[src/cidrx_defines.vh]
// constants for the caller-identity receiver control block
`ifndef CIDRX_DEFINES_VH
`define CIDRX_DEFINES_VH

// ----------------------------------------------------------------------------
// clock and timing
// ----------------------------------------------------------------------------
`define CIDRX_CLK_HZ          25000000
`define CIDRX_BAUD_RATE       1200
// bit period in cycles: clock rate over baud rate, rounded down
`define CIDRX_BIT_CYCLES      16'h5161

// ----------------------------------------------------------------------------
// register offsets (byte addresses)
// ----------------------------------------------------------------------------
`define CIDRX_CTRL_OFS        12'h000
`define CIDRX_STATUS_OFS      12'h004
`define CIDRX_INT_ENABLE_OFS  12'h008
`define CIDRX_INT_CLEAR_OFS   12'h00C
`define CIDRX_STATE_OFS       12'h010

// ----------------------------------------------------------------------------
// reset values
// ----------------------------------------------------------------------------
`define CIDRX_CTRL_RST        1'h1
`define CIDRX_INT_ENABLE_RST  5'h00
// synchroniser levels in reset: rc node and fsk bit idle high
`define CIDRX_SYNC_RST        9'h030

// ----------------------------------------------------------------------------
// field positions
// ----------------------------------------------------------------------------
`define CIDRX_CTRL_DEMOD_GATE 0
`define CIDRX_EV_WORD         0
`define CIDRX_EV_LINE         1
`define CIDRX_EV_CARRIER      2
`define CIDRX_EV_OVERRUN      3
`define CIDRX_EV_ALERT        4
`define CIDRX_EV_WIDTH        5
`define CIDRX_ST_WORD_LSB     8

`endif

[src/cidrx_ctrl.v]
// caller-identity receiver control: interface modes, power-down, demod, trigger
//
// Operation
// - low selects mode 0, high mode 1
// - data clock output in mode 0 only
// - power-down leaves only trigger path alive
// - demodulate only while demod enable is high
// - RC node times trigger low to output high
// - trigger output flags reversal or ringing
// - demodulate caller data at 1200 baud
// - run from the reference clock input
// - mode 1 shifts bits on host clock rise
// - mode 0 word ready low after eighth pulse
// - interrupt low while trigger, ready or alert active
// - carrier output low while in-band signal present
//
// The address map and register access over APB are this design's own decisions.
`timescale 1ns/1ps
`include "cidrx_defines.vh"

module cidrx_ctrl #(
    parameter [15:0] BIT_CYCLES = `CIDRX_BIT_CYCLES
) (
    input  wire        ref_clk,
    input  wire        sys_rst,
    input  wire        psel,
    input  wire        penable,
    input  wire        pwrite,
    input  wire [11:0] paddr,
    input  wire [31:0] pwdata,
    output reg  [31:0] prdata,
    output wire        pready,
    output wire        pslverr,
    output wire        irq,
    input  wire        interface_mode,
    input  wire        power_down_request,
    input  wire        demod_enable,
    input  wire        fsk_bit_in,
    input  wire        carrier_in,
    input  wire        alert_tone_in,
    input  wire        line_event_input,
    input  wire        event_rc_timing_in,
    output wire        event_rc_timing_out,
    output wire        event_rc_timing_oe,
    output reg         line_event_detected,
    input  wire        serial_data_clock_in,
    output wire        serial_data_clock_out,
    output wire        serial_data_clock_oe,
    output reg         serial_data,
    output wire        word_ready_n,
    output reg         carrier_present_n,
    output reg         alert_tone_qualified,
    output wire        interrupt_out,
    output wire        interrupt_oe
);

    // ------------------------------------------------------------------------
    // constants
    // ------------------------------------------------------------------------
    localparam [15:0] HALF_BIT = {1'b0, BIT_CYCLES[15:1]};
    localparam [1:0]  RX_IDLE  = 2'h0;
    localparam [1:0]  RX_START = 2'h1;
    localparam [1:0]  RX_DATA  = 2'h2;
    localparam [1:0]  RX_STOP  = 2'h3;
    localparam        NSYNC    = 9;
    localparam [8:0]  SYNC_RST = `CIDRX_SYNC_RST;

    // ------------------------------------------------------------------------
    // input synchronisers
    // ------------------------------------------------------------------------
    // reference clock domain: every pin is sampled on ref_clk
    wire [NSYNC-1:0] raw_in;
    wire [NSYNC-1:0] sync_in;
    assign raw_in = {serial_data_clock_in, alert_tone_in, carrier_in, fsk_bit_in,
                     event_rc_timing_in, line_event_input, demod_enable,
                     power_down_request, interface_mode};

    genvar gi;
    generate
        for (gi = 0; gi < NSYNC; gi = gi + 1) begin : g_sync
            reg meta_reg;
            reg stab_reg;
            always @(posedge ref_clk or posedge sys_rst) begin
                if (sys_rst) begin
                    meta_reg <= SYNC_RST[gi];
                    stab_reg <= SYNC_RST[gi];
                end else begin
                    meta_reg <= raw_in[gi];
                    stab_reg <= meta_reg;
                end
            end
            assign sync_in[gi] = stab_reg;
        end
    endgenerate

    wire mode1_s    = sync_in[0];
    wire pd_s       = sync_in[1];
    wire en_s       = sync_in[2];
    wire line_s     = sync_in[3];
    wire rc_s       = sync_in[4];
    wire fsk_s      = sync_in[5];
    wire carrier_s  = sync_in[6];
    wire alert_s    = sync_in[7];
    wire hclk_s     = sync_in[8];

    reg  [0:0]               ctrl_reg;
    reg  [`CIDRX_EV_WIDTH-1:0] status_reg;
    reg  [`CIDRX_EV_WIDTH-1:0] int_enable_reg;

    wire active = ~pd_s;
    wire demod_on = active & en_s & ctrl_reg[`CIDRX_CTRL_DEMOD_GATE];

    // ------------------------------------------------------------------------
    // line event trigger (alive in power-down)
    // ------------------------------------------------------------------------
    // discharge rc node while trigger input is high
    assign event_rc_timing_out = 1'b0;
    assign event_rc_timing_oe  = line_s;

    reg line_event_prev_reg;
    always @(posedge ref_clk or posedge sys_rst) begin
        if (sys_rst) begin
            line_event_detected <= 1'b1;
            line_event_prev_reg <= 1'b1;
        end else begin
            line_event_detected <= rc_s;
            line_event_prev_reg <= line_event_detected;
        end
    end
    wire line_event_fall = line_event_prev_reg & ~line_event_detected;

    // ------------------------------------------------------------------------
    // carrier and alert outputs
    // ------------------------------------------------------------------------
    reg alert_prev_reg;
    always @(posedge ref_clk or posedge sys_rst) begin
        if (sys_rst) begin
            carrier_present_n    <= 1'b1;
            alert_tone_qualified <= 1'b0;
            alert_prev_reg       <= 1'b0;
        end else begin
            carrier_present_n    <= ~(carrier_s & active);
            alert_tone_qualified <= alert_s & active;
            alert_prev_reg       <= alert_tone_qualified;
        end
    end
    wire carrier_onset = carrier_present_n & carrier_s & active;
    wire alert_rise    = ~alert_prev_reg & alert_tone_qualified;

    // ------------------------------------------------------------------------
    // 1200 baud bit receiver
    // ------------------------------------------------------------------------
    reg  [1:0]  rx_state_reg;
    reg  [15:0] rx_cnt_reg;
    reg  [2:0]  rx_idx_reg;
    reg  [7:0]  rx_shift_reg;
    reg  [7:0]  rx_word_reg;
    reg  [15:0] serial_data_clock_cnt_reg;
    reg  [15:0] ready0_cnt_reg;
    reg  [7:0]  tx_shift_reg;
    reg  [3:0]  tx_count_reg;
    reg         hclk_prev_reg;
    reg         word_event;
    reg         overrun_event;
    wire        rx_tick   = (rx_cnt_reg == 16'h0000);
    wire        hclk_rise = hclk_s & ~hclk_prev_reg;
    wire        tx_valid  = (tx_count_reg != 4'h0);

    // framed receive at the bit period
    always @(posedge ref_clk or posedge sys_rst) begin
        if (sys_rst) begin
            rx_state_reg <= RX_IDLE;
            rx_cnt_reg   <= 16'h0000;
            rx_idx_reg   <= 3'h0;
            rx_shift_reg <= 8'h00;
            rx_word_reg  <= 8'h00;
        end else if (!demod_on) begin
            rx_state_reg <= RX_IDLE;
            rx_cnt_reg   <= 16'h0000;
            rx_idx_reg   <= 3'h0;
        end else begin
            if (!rx_tick) begin
                rx_cnt_reg <= rx_cnt_reg - 16'h0001;
            end
            case (rx_state_reg)
                RX_IDLE: begin
                    if (!fsk_s) begin
                        rx_state_reg <= RX_START;
                        rx_cnt_reg   <= HALF_BIT;
                    end
                end
                RX_START: begin
                    if (rx_tick) begin
                        rx_state_reg <= fsk_s ? RX_IDLE : RX_DATA;
                        // the tick cycle counts as one, so reload one short
                        rx_cnt_reg   <= BIT_CYCLES - 16'h0001;
                        rx_idx_reg   <= 3'h0;
                    end
                end
                RX_DATA: begin
                    if (rx_tick) begin
                        rx_shift_reg <= {fsk_s, rx_shift_reg[7:1]};
                        rx_cnt_reg   <= BIT_CYCLES - 16'h0001;
                        rx_idx_reg   <= rx_idx_reg + 3'h1;
                        if (rx_idx_reg == 3'h7) begin
                            rx_state_reg <= RX_STOP;
                        end
                    end
                end
                RX_STOP: begin
                    if (rx_tick) begin
                        rx_state_reg <= RX_IDLE;
                        if (fsk_s) begin
                            rx_word_reg <= rx_shift_reg;
                        end
                    end
                end
                default: begin
                    rx_state_reg <= RX_IDLE;
                end
            endcase
        end
    end

    wire bit_sample = demod_on & rx_tick & (rx_state_reg == RX_DATA);
    wire word_done  = demod_on & rx_tick & (rx_state_reg == RX_STOP) & fsk_s;

    // ------------------------------------------------------------------------
    // three-wire serial interface
    // ------------------------------------------------------------------------
    always @* begin
        word_event    = word_done;
        overrun_event = word_done & mode1_s & tx_valid;
    end

    always @(posedge ref_clk or posedge sys_rst) begin
        if (sys_rst) begin
            serial_data    <= 1'b1;
            serial_data_clock_cnt_reg   <= 16'h0000;
            ready0_cnt_reg <= 16'h0000;
            tx_shift_reg   <= 8'h00;
            tx_count_reg   <= 4'h0;
            hclk_prev_reg  <= 1'b0;
        end else begin
            hclk_prev_reg <= hclk_s;
            if (serial_data_clock_cnt_reg != 16'h0000) begin
                serial_data_clock_cnt_reg <= serial_data_clock_cnt_reg - 16'h0001;
            end
            if (ready0_cnt_reg != 16'h0000) begin
                ready0_cnt_reg <= ready0_cnt_reg - 16'h0001;
            end
            if (!active) begin
                serial_data_clock_cnt_reg   <= 16'h0000;
                ready0_cnt_reg <= 16'h0000;
                tx_count_reg   <= 4'h0;
            end else if (!mode1_s) begin
                tx_count_reg <= 4'h0;
                if (bit_sample) begin
                    serial_data <= fsk_s;
                    serial_data_clock_cnt_reg <= HALF_BIT + 16'h0001;
                end
                if (word_done) begin
                    ready0_cnt_reg <= HALF_BIT;
                end
            end else begin
                serial_data_clock_cnt_reg   <= 16'h0000;
                ready0_cnt_reg <= 16'h0000;
                if (word_done) begin
                    tx_shift_reg <= rx_shift_reg;
                    tx_count_reg <= 4'h8;
                end else if (hclk_rise && tx_valid) begin
                    // shift out on host clock rise
                    serial_data  <= tx_shift_reg[0];
                    tx_shift_reg <= {1'b0, tx_shift_reg[7:1]};
                    tx_count_reg <= tx_count_reg - 4'h1;
                end
            end
        end
    end

    assign serial_data_clock_oe  = active & ~mode1_s;
    assign serial_data_clock_out = (serial_data_clock_cnt_reg != 16'h0000) && (serial_data_clock_cnt_reg <= HALF_BIT);
    assign word_ready_n = mode1_s ? ~tx_valid : (ready0_cnt_reg == 16'h0000);

    assign interrupt_out = 1'b0;
    assign interrupt_oe  = ~line_event_detected | ~word_ready_n | alert_tone_qualified;

    // ------------------------------------------------------------------------
    // apb slave
    // ------------------------------------------------------------------------
    wire apb_setup  = psel & ~penable;
    wire apb_access = psel & penable;
    wire addr_hit   = (paddr == `CIDRX_CTRL_OFS) | (paddr == `CIDRX_STATUS_OFS) |
                      (paddr == `CIDRX_INT_ENABLE_OFS) | (paddr == `CIDRX_INT_CLEAR_OFS) |
                      (paddr == `CIDRX_STATE_OFS);
    wire wr_en      = apb_access & pwrite & addr_hit;

    assign pready  = 1'b1;
    assign pslverr = apb_access & ~addr_hit;

    wire [`CIDRX_EV_WIDTH-1:0] ev_set;
    assign ev_set = {alert_rise, overrun_event, carrier_onset, line_event_fall, word_event};

    wire [`CIDRX_EV_WIDTH-1:0] ev_clr;
    assign ev_clr = (wr_en && paddr == `CIDRX_INT_CLEAR_OFS) ?
                    pwdata[`CIDRX_EV_WIDTH-1:0] : {`CIDRX_EV_WIDTH{1'b0}};

    wire [31:0] state_word;
    assign state_word = {16'h0000, rx_word_reg, tx_valid, word_ready_n,
                         alert_tone_qualified, ~carrier_present_n, line_event_detected,
                         demod_on, pd_s, mode1_s};

    always @(posedge ref_clk or posedge sys_rst) begin
        if (sys_rst) begin
            ctrl_reg       <= `CIDRX_CTRL_RST;
            int_enable_reg <= `CIDRX_INT_ENABLE_RST;
            status_reg     <= {`CIDRX_EV_WIDTH{1'b0}};
            prdata         <= 32'h00000000;
        end else begin
            // set wins over a simultaneous clear
            status_reg <= (status_reg & ~ev_clr) | ev_set;
            if (wr_en && paddr == `CIDRX_CTRL_OFS) begin
                ctrl_reg <= pwdata[0];
            end
            if (wr_en && paddr == `CIDRX_INT_ENABLE_OFS) begin
                int_enable_reg <= pwdata[`CIDRX_EV_WIDTH-1:0];
            end
            if (apb_setup && !pwrite) begin
                case (paddr)
                    `CIDRX_CTRL_OFS:       prdata <= {31'h00000000, ctrl_reg};
                    `CIDRX_STATUS_OFS:     prdata <= {27'h0000000, status_reg};
                    `CIDRX_INT_ENABLE_OFS: prdata <= {27'h0000000, int_enable_reg};
                    `CIDRX_STATE_OFS:      prdata <= state_word;
                    default:               prdata <= 32'h00000000;
                endcase
            end
        end
    end

    assign irq = |(status_reg & int_enable_reg);

endmodule // cidrx_ctrl

[config.mk]
export PLATFORM = sky130hd
export DESIGN_NAME = cidrx_ctrl
export DESIGN_NICKNAME = d
export VERILOG_FILES = /design/src/cidrx_ctrl.v
export VERILOG_INCLUDE_DIRS = /design/src
export SDC_FILE = /design/constraint.sdc
export NUM_CORES = 1
export LEC_CHECK = 0
export ABC_AREA = 1
export BUFFER_PORTS_ARGS = -buffer_cell sky130_fd_sc_hd__buf_2
export CORE_MARGIN = 4
export CORE_UTILIZATION = 35
export CTS_CLUSTER_SIZE = 12
export DETAILED_ROUTE_END_ITERATION = 8
export PLACE_DENSITY_LB_ADDON = 0.2
export RECOVER_POWER = 100
export SLEW_MARGIN = 20
export SYNTH_ARGS = -nofsm -noshare
export SYNTH_HDL_FRONTEND = slang
export SYNTH_SLANG_ARGS = --single-unit
[constraint.sdc]
create_clock -name ref_clk -period 4.3 [get_ports ref_clk]
set_input_delay 0.86 -clock ref_clk [delete_from_list [all_inputs] [get_ports ref_clk]]
set_output_delay 0.86 -clock ref_clk [all_outputs]
set_load 0.01 [all_outputs]
Word level (Yosys, flattened, before mapping)
Index checks and enable logic that the tools add are counted.

operators by class
  reduce and logical (&&, ||, !) cells = 26
  bitwise logic cells = 42
  muxes and demuxes = 38
  equality and inequality tests = 17
  magnitude comparators = 1
  $add $sub $neg = 5

operator list
  cell                                                              count
  two-way mux 16 bit                                                12
  case mux 16 bit (4 select lines)                                  1
  subtractor 16 x 1 -> 16 bit, second input constant                3
  logical NOT 16 bit                                                2
  case mux 16 bit (2 select lines)                                  1
  nonzero test 16 bit                                               2
  == test 12 x 4 -> 1 bit, second input constant                    2
  AND 1 bit                                                         21
  less-or-equal comparator 16 x 14 -> 1 bit, second input constant  1
  two-way mux 4 bit                                                 4
  two-way mux 8 bit                                                 2
  inequality test 3 bit, second input constant                      5
  two-way mux 2 bit                                                 7
  == test 12 x 3 -> 1 bit, second input constant                    1
  == test 12 x 5 -> 1 bit, second input constant                    1
  logical NOT 12 bit                                                1
  nonzero test 4 bit                                                3
  inverter 1 bit                                                    11
  AND 5 bit                                                         2
  two-way mux 3 bit                                                 3
  AND reduction 3 bit                                               3
  case mux 2 bit (4 select lines)                                   1
  AND reduction 4 bit                                               2
  logical AND 1 bit                                                 6
  21 further kinds                                                  32

storage, ports and cells
  output and inout port bits = 46
  bits in registers = 149
  input port bits = 58
  word-level logic and storage cells = 167

Longest topological paths before layout
Gate-level depths: netlist of the first run.

  depth after elaboration = 11
  mapped depth = 12
  mapped depth without buffers = 12

Least setup slack after synthesis of the first run
OpenSTA, ideal clock, no wires.

  path type = input to output
  from = in paddr[11]
  to = out pslverr
  required time = 3.440 ns
  setup slack = 1.759 ns
  stages on the path = 6
  buffers on the path = 0
  data arrival time = 1.681 ns
  path through = nor2_1 nand2_1 inv_1 nand3_1 nand4_2 nor2_1

on the way
  word-level cells in the longest chain between the ends = 7
  elaborated cells on any way between the ends = 11
  classes of those cells = 4 x eq/ne; 6 x bitwise; 1 x reduce/logical

ends and longest elaborated chain
  what                                                                  line              source
  start, declared                                                       cidrx_ctrl.v:29   input wire [11:0] paddr,
  == test 12 x 3 -> 1 bit / logical NOT 12 bit (equally long branches)  -
  bitwise OR 1 bit (3 in series)                                        cidrx_ctrl.v:293  wire addr_hit = (paddr == `CIDRX_CTRL_OFS) | (paddr == `CIDRX_STATUS_OFS) |
  bitwise OR 1 bit *                                                    cidrx_ctrl.v:293
  inverter 1 bit *                                                      cidrx_ctrl.v:299  assign pslverr = apb_access & ~addr_hit;
  AND 1 bit *                                                           cidrx_ctrl.v:299
  end, declared                                                         cidrx_ctrl.v:33   output wire pslverr,

Every way passes the cells marked *; elsewhere a longest branch is shown, timed or not.

Worst setup path after layout of the first run
  from = reg ready0_cnt_reg[0]
  to = out interrupt_oe

on the way
  word-level cells in the longest chain between the ends = 5

ends and longest elaborated chain
  what                            line              source
  start, declared                 cidrx_ctrl.v:159  reg [15:0] ready0_cnt_reg;
  start signal, assigned          cidrx_ctrl.v:250  ready0_cnt_reg <= ready0_cnt_reg - 16'h0001;
  logical NOT 16 bit              cidrx_ctrl.v:283  assign word_ready_n = mode1_s ? ~tx_valid : (ready0_cnt_reg == 16'h0000);
  two-way mux 1 bit               cidrx_ctrl.v:283
  inverter 1 bit                  cidrx_ctrl.v:286  assign interrupt_oe = ~line_event_detected | ~word_ready_n | alert_tone_qualified;
  bitwise OR 1 bit (2 in series)  cidrx_ctrl.v:286
  end, declared                   cidrx_ctrl.v:54   output wire interrupt_oe

Every way passes these cells.

==> metrics.cfg, run 1 <==
[hold_path]
hold_depth=0
hold_class=reg -> reg
holdPathEnd=alert_s$_DFF_PP0_
min-delay-start=g_sync[7].meta_reg$_DFF_PP0_

[clocking]
holdBufCountCts=0
postCtsResizedCells=0
cts_tree=yes
clock_sinks=133
clkLatencyLatePin_ns=0.42
cts_buffers=17
cts_setup_buffers=0
htree_levels=4
clkSlewWorstSetupHoldPaths_ns=0.06
cts.root.buffer_cell=clkbuf_16
clk_path_buf_depth=2

[floorplan]
die_x_um=150
die_area_mm2=0.0224
coreArea_mm2=0.0196
rows=51
die_h_um=150
initial_core_util_pct=35.9
io_pins=104

[run]
drv_cap=1

[setup_path]
rr_endpoint=serial_data_clock_cnt_reg[9]$_DFFE_PP0P_
worstReg2RegStart=g_sync[1].stab_reg$_DFF_PP0_
crit_type=reg -> out
worst_ep_arrival_time_ns=2.61
r2r_slack_ns=0.90
cp.required_ns=3.44
critPathCaptureType=output pin
worstSetupStartpointType=register
cp_max_fo=13
rr_worst_depth=8

[run_status]
status=finished with violations
violations=max-capacitance violations, max-slew violations

[finish]
fill_cells=2043
syn_to_final_growth_pct=14.4
multi_input_area_mm2=0.00301
n_antenna_cell=0
regArea_mm2=0.00334
fin_nets=1015
final_layout_size_suffix_gt1_share_pct=10.2
post-route-util_pct=41.0

[routing]
viasPerCell=4.60
drt-total-wl_mm=16.1
avgRoutedWirePerCell_um=13.2
vias=5617
first_iter_violations=275
drcViolationCount=0
drt_first_pass_iters=5
ant_nets=0

[power_and_ir_drop]
swShare_pct=36.3
power.share.clock_pct=34.4
p_int_mw=3.10
ir_drop_uv=347
cellLeakagePower_nw=4.07
power_frac_seq_pct=31.6
combPwrFrac_pct=34.0
p_per_area_mw_per_mm2=606
p_sw_mw=1.77

[synth]
ys_warn_count=0
ys_top_cells_by_count=nand2_1, dfrtp_1, inv_1, nor2_1, nand3_1
yosysTopAreaCellShare_pct=44.2
ys_types=47
synthTopCellsByArea=dfrtp_1, nand2_1, inv_1
synth.most_common_cell=nand2_1
synth_seq_area_share_pct=47.5
yosys_most_used_dff=dfrtp_1
synth_edf_count=0
syn_avg_cell_area_um2=8.02
syn_inst=876
synth_top_area_cell=dfrtp_1
synth-seq-cells=133
syn-cell-area_mm2=0.00703
synth-async-reset-ratio_pct=100

[sta]
hold_viol=0
min_period_ns=3.47
relSlewSlack_pct=-8.54
tightestPinTransition_ns=1.62
fmax_mhz=288
drv_slew=38
finalClockSkew_ns=0.00573
fin_tns_setup_ns=0
layout_worst_path_cycle_share_pct=80.6
rsz0062_at_grt=no
final-setup-viol-count=0

[global_route]
antenna_found_initial=0
grt_pass1_wl_mm=27.1
grt_usage_pct=15.2
grt_max_degree=58
grt_pass1_vias=5386
globalRouteOverflowTotal=0

[place]
portBuffers=57
dp_hpwl_mm=11.6
routabilityCongestion=0.867

[power by group through the flow]
stage	Clock (mW)	Sequential (mW)	Combinational, mW
finish	1.67	1.54	1.66
global route	1.78	1.56	1.91
CTS	1.71	1.54	1.71
detailed placement	0	1.56	1.69
global placement	0	1.56	1.69
floorplan	0	1.52	1.40
[how the worst max path moves through the flow]
stage                                                     endpoint  cells after the start                     startpoint  slack [ns]
after floorplan                                            pslverr                      6                      paddr[11]        1.76
after global placement                                     pslverr                      8                       paddr[0]        1.36
after detailed placement                                   pslverr                      8                      paddr[11]        1.36
after CTS                                             interrupt_oe                     10  ready0_cnt_reg[0]$_DFFE_PP0P_        0.94
after global routing      serial_data_clock_cnt_reg[9]$_DFFE_PP0P_                      8   g_sync[1].stab_reg$_DFF_PP0_        0.48
final                                                 interrupt_oe                     10  ready0_cnt_reg[0]$_DFFE_PP0P_        0.83
[critical path, stage by stage (launching register included)]
cell     delay (ns)
dfrtp_1        0.38
inv_1          0.09
ha_1           0.22
inv_1          0.10
nor2_4         0.16
nand2_2        0.10
nor2_4         0.12
nand2_1        0.30
o21ai_2        0.45
nand3_1        0.11
buf_2          0.16
[layer usage]
metal	vias to the layer above	track usage (%)	share of wire, %
li1	2894	-	-
met1	2604	21.0	49
met2	102	24.1	46
met3	17	2.70	3.6
met4	0	5.26	1.3
met5	-	0	0
[cell families (layout without fill, tap and decap cells)]
group	Yosys count	count (layout)	synth area share (%)
other cells	2	19	0.107
compound gates	97	97	8.00
fa+ha+maj	15	15	2.67
mux	1	1	0.142
xor+xnor	16	16	1.99
flops	133	133	47.5
simple gates	474	474	30.6
buf+inv	138	200	8.94
[placed cells by master, fill, tap and decap left out, types with 12 or more instances in the layout]
master     instances
a21oi_1           26
buf_2             32
clkbuf_1          26
clkbuf_16         17
conb_1            19
dfrtp_1          124
ha_1              15
inv_1            106
nand2_1          243
nand3_1           53
nand4_1           22
nor2_1           109
nor3_1            18
o21ai_0           41
xor2_1            12
[layout make-up]
cell class / count / share of cell area [%]
inverters: 109 / 5.12
multi-input cells: 622 / 37.5
flip-flops and latches: 133 / 41.5
well taps: 265 / 4.13
clock buffers: 20 / 5.68
repair buffers: 59 / 3.28
clock inverters: 12 / 2.77
[per-stage QoR]
step | hold slack (ns) | area, um^2 | worst slack, ns | instances | power, mW
finish | 0.347 | 8040 | 0.833 | 1220 | 4.87
global route | 0.353 | 8040 | 0.476 | 1220 | 5.25
detailed placement | 0.335 | 7520 | 1.36 | 1188 | 3.25
global placement | 0.332 | 7520 | 1.36 | 1188 | 3.25
floorplan | 0.331 | 7090 | 1.76 | 893 | 2.93
CTS | 0.347 | 8200 | 0.939 | 1220 | 4.96
Note: power is estimated with default switching activity, not from simulation.
==> run 2, diff against run 1 <==
==> constraint.sdc (replaced) <==
create_clock -name ref_clk -period 3.6 [get_ports ref_clk]
set_input_delay 0.72 -clock ref_clk [delete_from_list [all_inputs] [get_ports ref_clk]]
set_output_delay 0.72 -clock ref_clk [all_outputs]
set_load 0.01 [all_outputs]
==> run 2 against run 1 <==
Compared with the run above: the flow still finishes with violations (max-capacitance violations, max-slew violations); first-iteration DRC count is 31% higher; via count is 0.59% higher; register-to-register slack worse by 0.04 ns; clock skew is 0.0015 ns higher; clock power grew 4%; critical path type unchanged.
==> metrics.cfg, run 2 (synthesis gave the netlist of run 1 again) <==
[run_status]
status=finished with violations
violations=max-capacitance violations, max-slew violations

[sta]
relSlewSlack_pct=-11.5
postLayoutSetupSlackWorst_ns=0.436
min_period_ns=3.16
finalClockSkew_ns=0.00724
drv_slew=39
final-setup-viol-count=0
layout_worst_path_cycle_share_pct=87.9
fin_tns_setup_ns=0
hold_viol=0
hold_ws_ns=0.345
tightestPinTransition_ns=1.66
rsz0062_at_grt=no
fmax_mhz=316

[routing]
vias=5650
drcViolationCount=0
ant_nets=0
viasPerCell=4.63
avgRoutedWirePerCell_um=13.2
first_iter_violations=361
drt-total-wl_mm=16.2
drt_first_pass_iters=5

[global_route]
grt_usage_pct=15.1
grt_pass1_vias=5401
grt_pass1_wl_mm=27.0
antenna_found_initial=0
globalRouteOverflowTotal=0
grt_max_degree=51

[place]
portBuffers=57
routabilityCongestion=0.907
post-place-ws_ns=0.875
dp_hpwl_mm=11.6
placed_area_mm2=0.00754

[finish]
syn_to_final_growth_pct=13.5
final_common_cell=nand2_1
fin_nets=1016
layout_common_cells=nand2_1, dfrtp_1, nor2_1
final_layout_size_suffix_gt1_share_pct=10.9
n_antenna_cell=0
fin_area_mm2=0.00797

[floorplan]
die_area_mm2=0.0224
coreArea_mm2=0.0196
io_pins=104
initial_core_util_pct=35.9
die_h_um=150
die_x_um=150
rows=51

[run]
drv_cap=1

[clocking]
holdBufCountCts=0
postCtsResizedCells=0
htree_levels=4
clock_sinks=133
cts_tree=yes
clkLatencyLatePin_ns=0.43
cts_buffers=17
clkSlewWorstSetupHoldPaths_ns=0.06
cts_setup_buffers=0
cts.root.buffer_cell=clkbuf_16
clk_path_buf_depth=2

[setup_path]
critPathCaptureType=output pin
worstSetupStartpointType=register
worst_ep_arrival_time_ns=2.44
crit_type=reg -> out
cp.required_ns=2.88
cp_max_fo=13

[power_and_ir_drop]
cellLeakagePower_nw=4.04
power.total_mw=5.56
ir_drop_uv=447
p_per_area_mw_per_mm2=697

[hold_path]
hold_class=reg -> reg

[run 2: changes by cell type in the layout (fill, tap and decap cells not counted), moves of 2 or more]
| cell | previous run | this run |
|---|---|---|
| buf_2 | 32 | 34 |
| nor2_1 | 109 | 107 |
| clkbuf_1 | 26 | 24 |
| clkinv_4 | 0 | 2 |
| bufinv_16 | 6 | 2 |
| clkinv_2 | 2 | 6 |
[run 2: critical path, stage by stage, from the launching register on]
cell	delay, ns
dfrtp_1	0.38
inv_1	0.09
ha_1	0.22
inv_1	0.10
nor2_4	0.15
nand2_2	0.10
nor2_4	0.12
nand2_2	0.19
o21ai_2	0.38
nand3_1	0.11
buf_2	0.16
[run 2: stage by stage]
step	utilization, %	instances
after floorplan	-	893
after global placement	38.5	1189
after detailed placement	38.5	1189
after CTS	41.5	1221
after global routing	40.7	1221
final	40.7	1221
[run 2: layout make-up]
cell class | count | area, um^2
clock buffers | 19 | 453
clock inverters | 13 | 131
fillers | 2028 | 11600
inverters | 109 | 412
multi-input cells | 622 | 3040
flip-flops and latches | 133 | 3340
well taps | 265 | 332
repair buffers | 60 | 270
[run 2: final timing paths]
path	startpoint	end	slack, ns	cells past startpoint
setup / recovery	ready0_cnt_reg[0]$_DFFE_PP0P_	interrupt_oe	0.44	10
hold / removal	g_sync[7].meta_reg$_DFF_PP0_	alert_s$_DFF_PP0_	0.35	0
setup reg to reg	rx_cnt_reg[0]$_DFF_PP0_	tx_count_reg[0]$_DFFE_PP0P_	0.86	10
hold reg to reg	g_sync[7].meta_reg$_DFF_PP0_	alert_s$_DFF_PP0_	0.35	0
max in group asynchronous	sys_rst	ready0_cnt_reg[11]$_DFFE_PP0P_	1.02	3
min in group asynchronous	sys_rst	status_reg[1]$_DFF_PP0_	0.70	2
[run 2: power breakdown]
part	internal, mW	switching [mW]	total, mW
Clock	1.05	0.675	1.73
Sequential	1.67	0.172	1.84
Combinational	0.700	1.29	1.99
Total	3.42	2.14	5.56
[run 2: layer usage]
metal  GRT usage (%)  vias to the layer above  part of all wire (%)
li1                -                     2899                     -
met1            21.2                     2589                    49
met2            22.9                      136                    44
met3            3.12                       26                   5.1
met4            5.81                        0                   1.8
met5               0                        -                     0
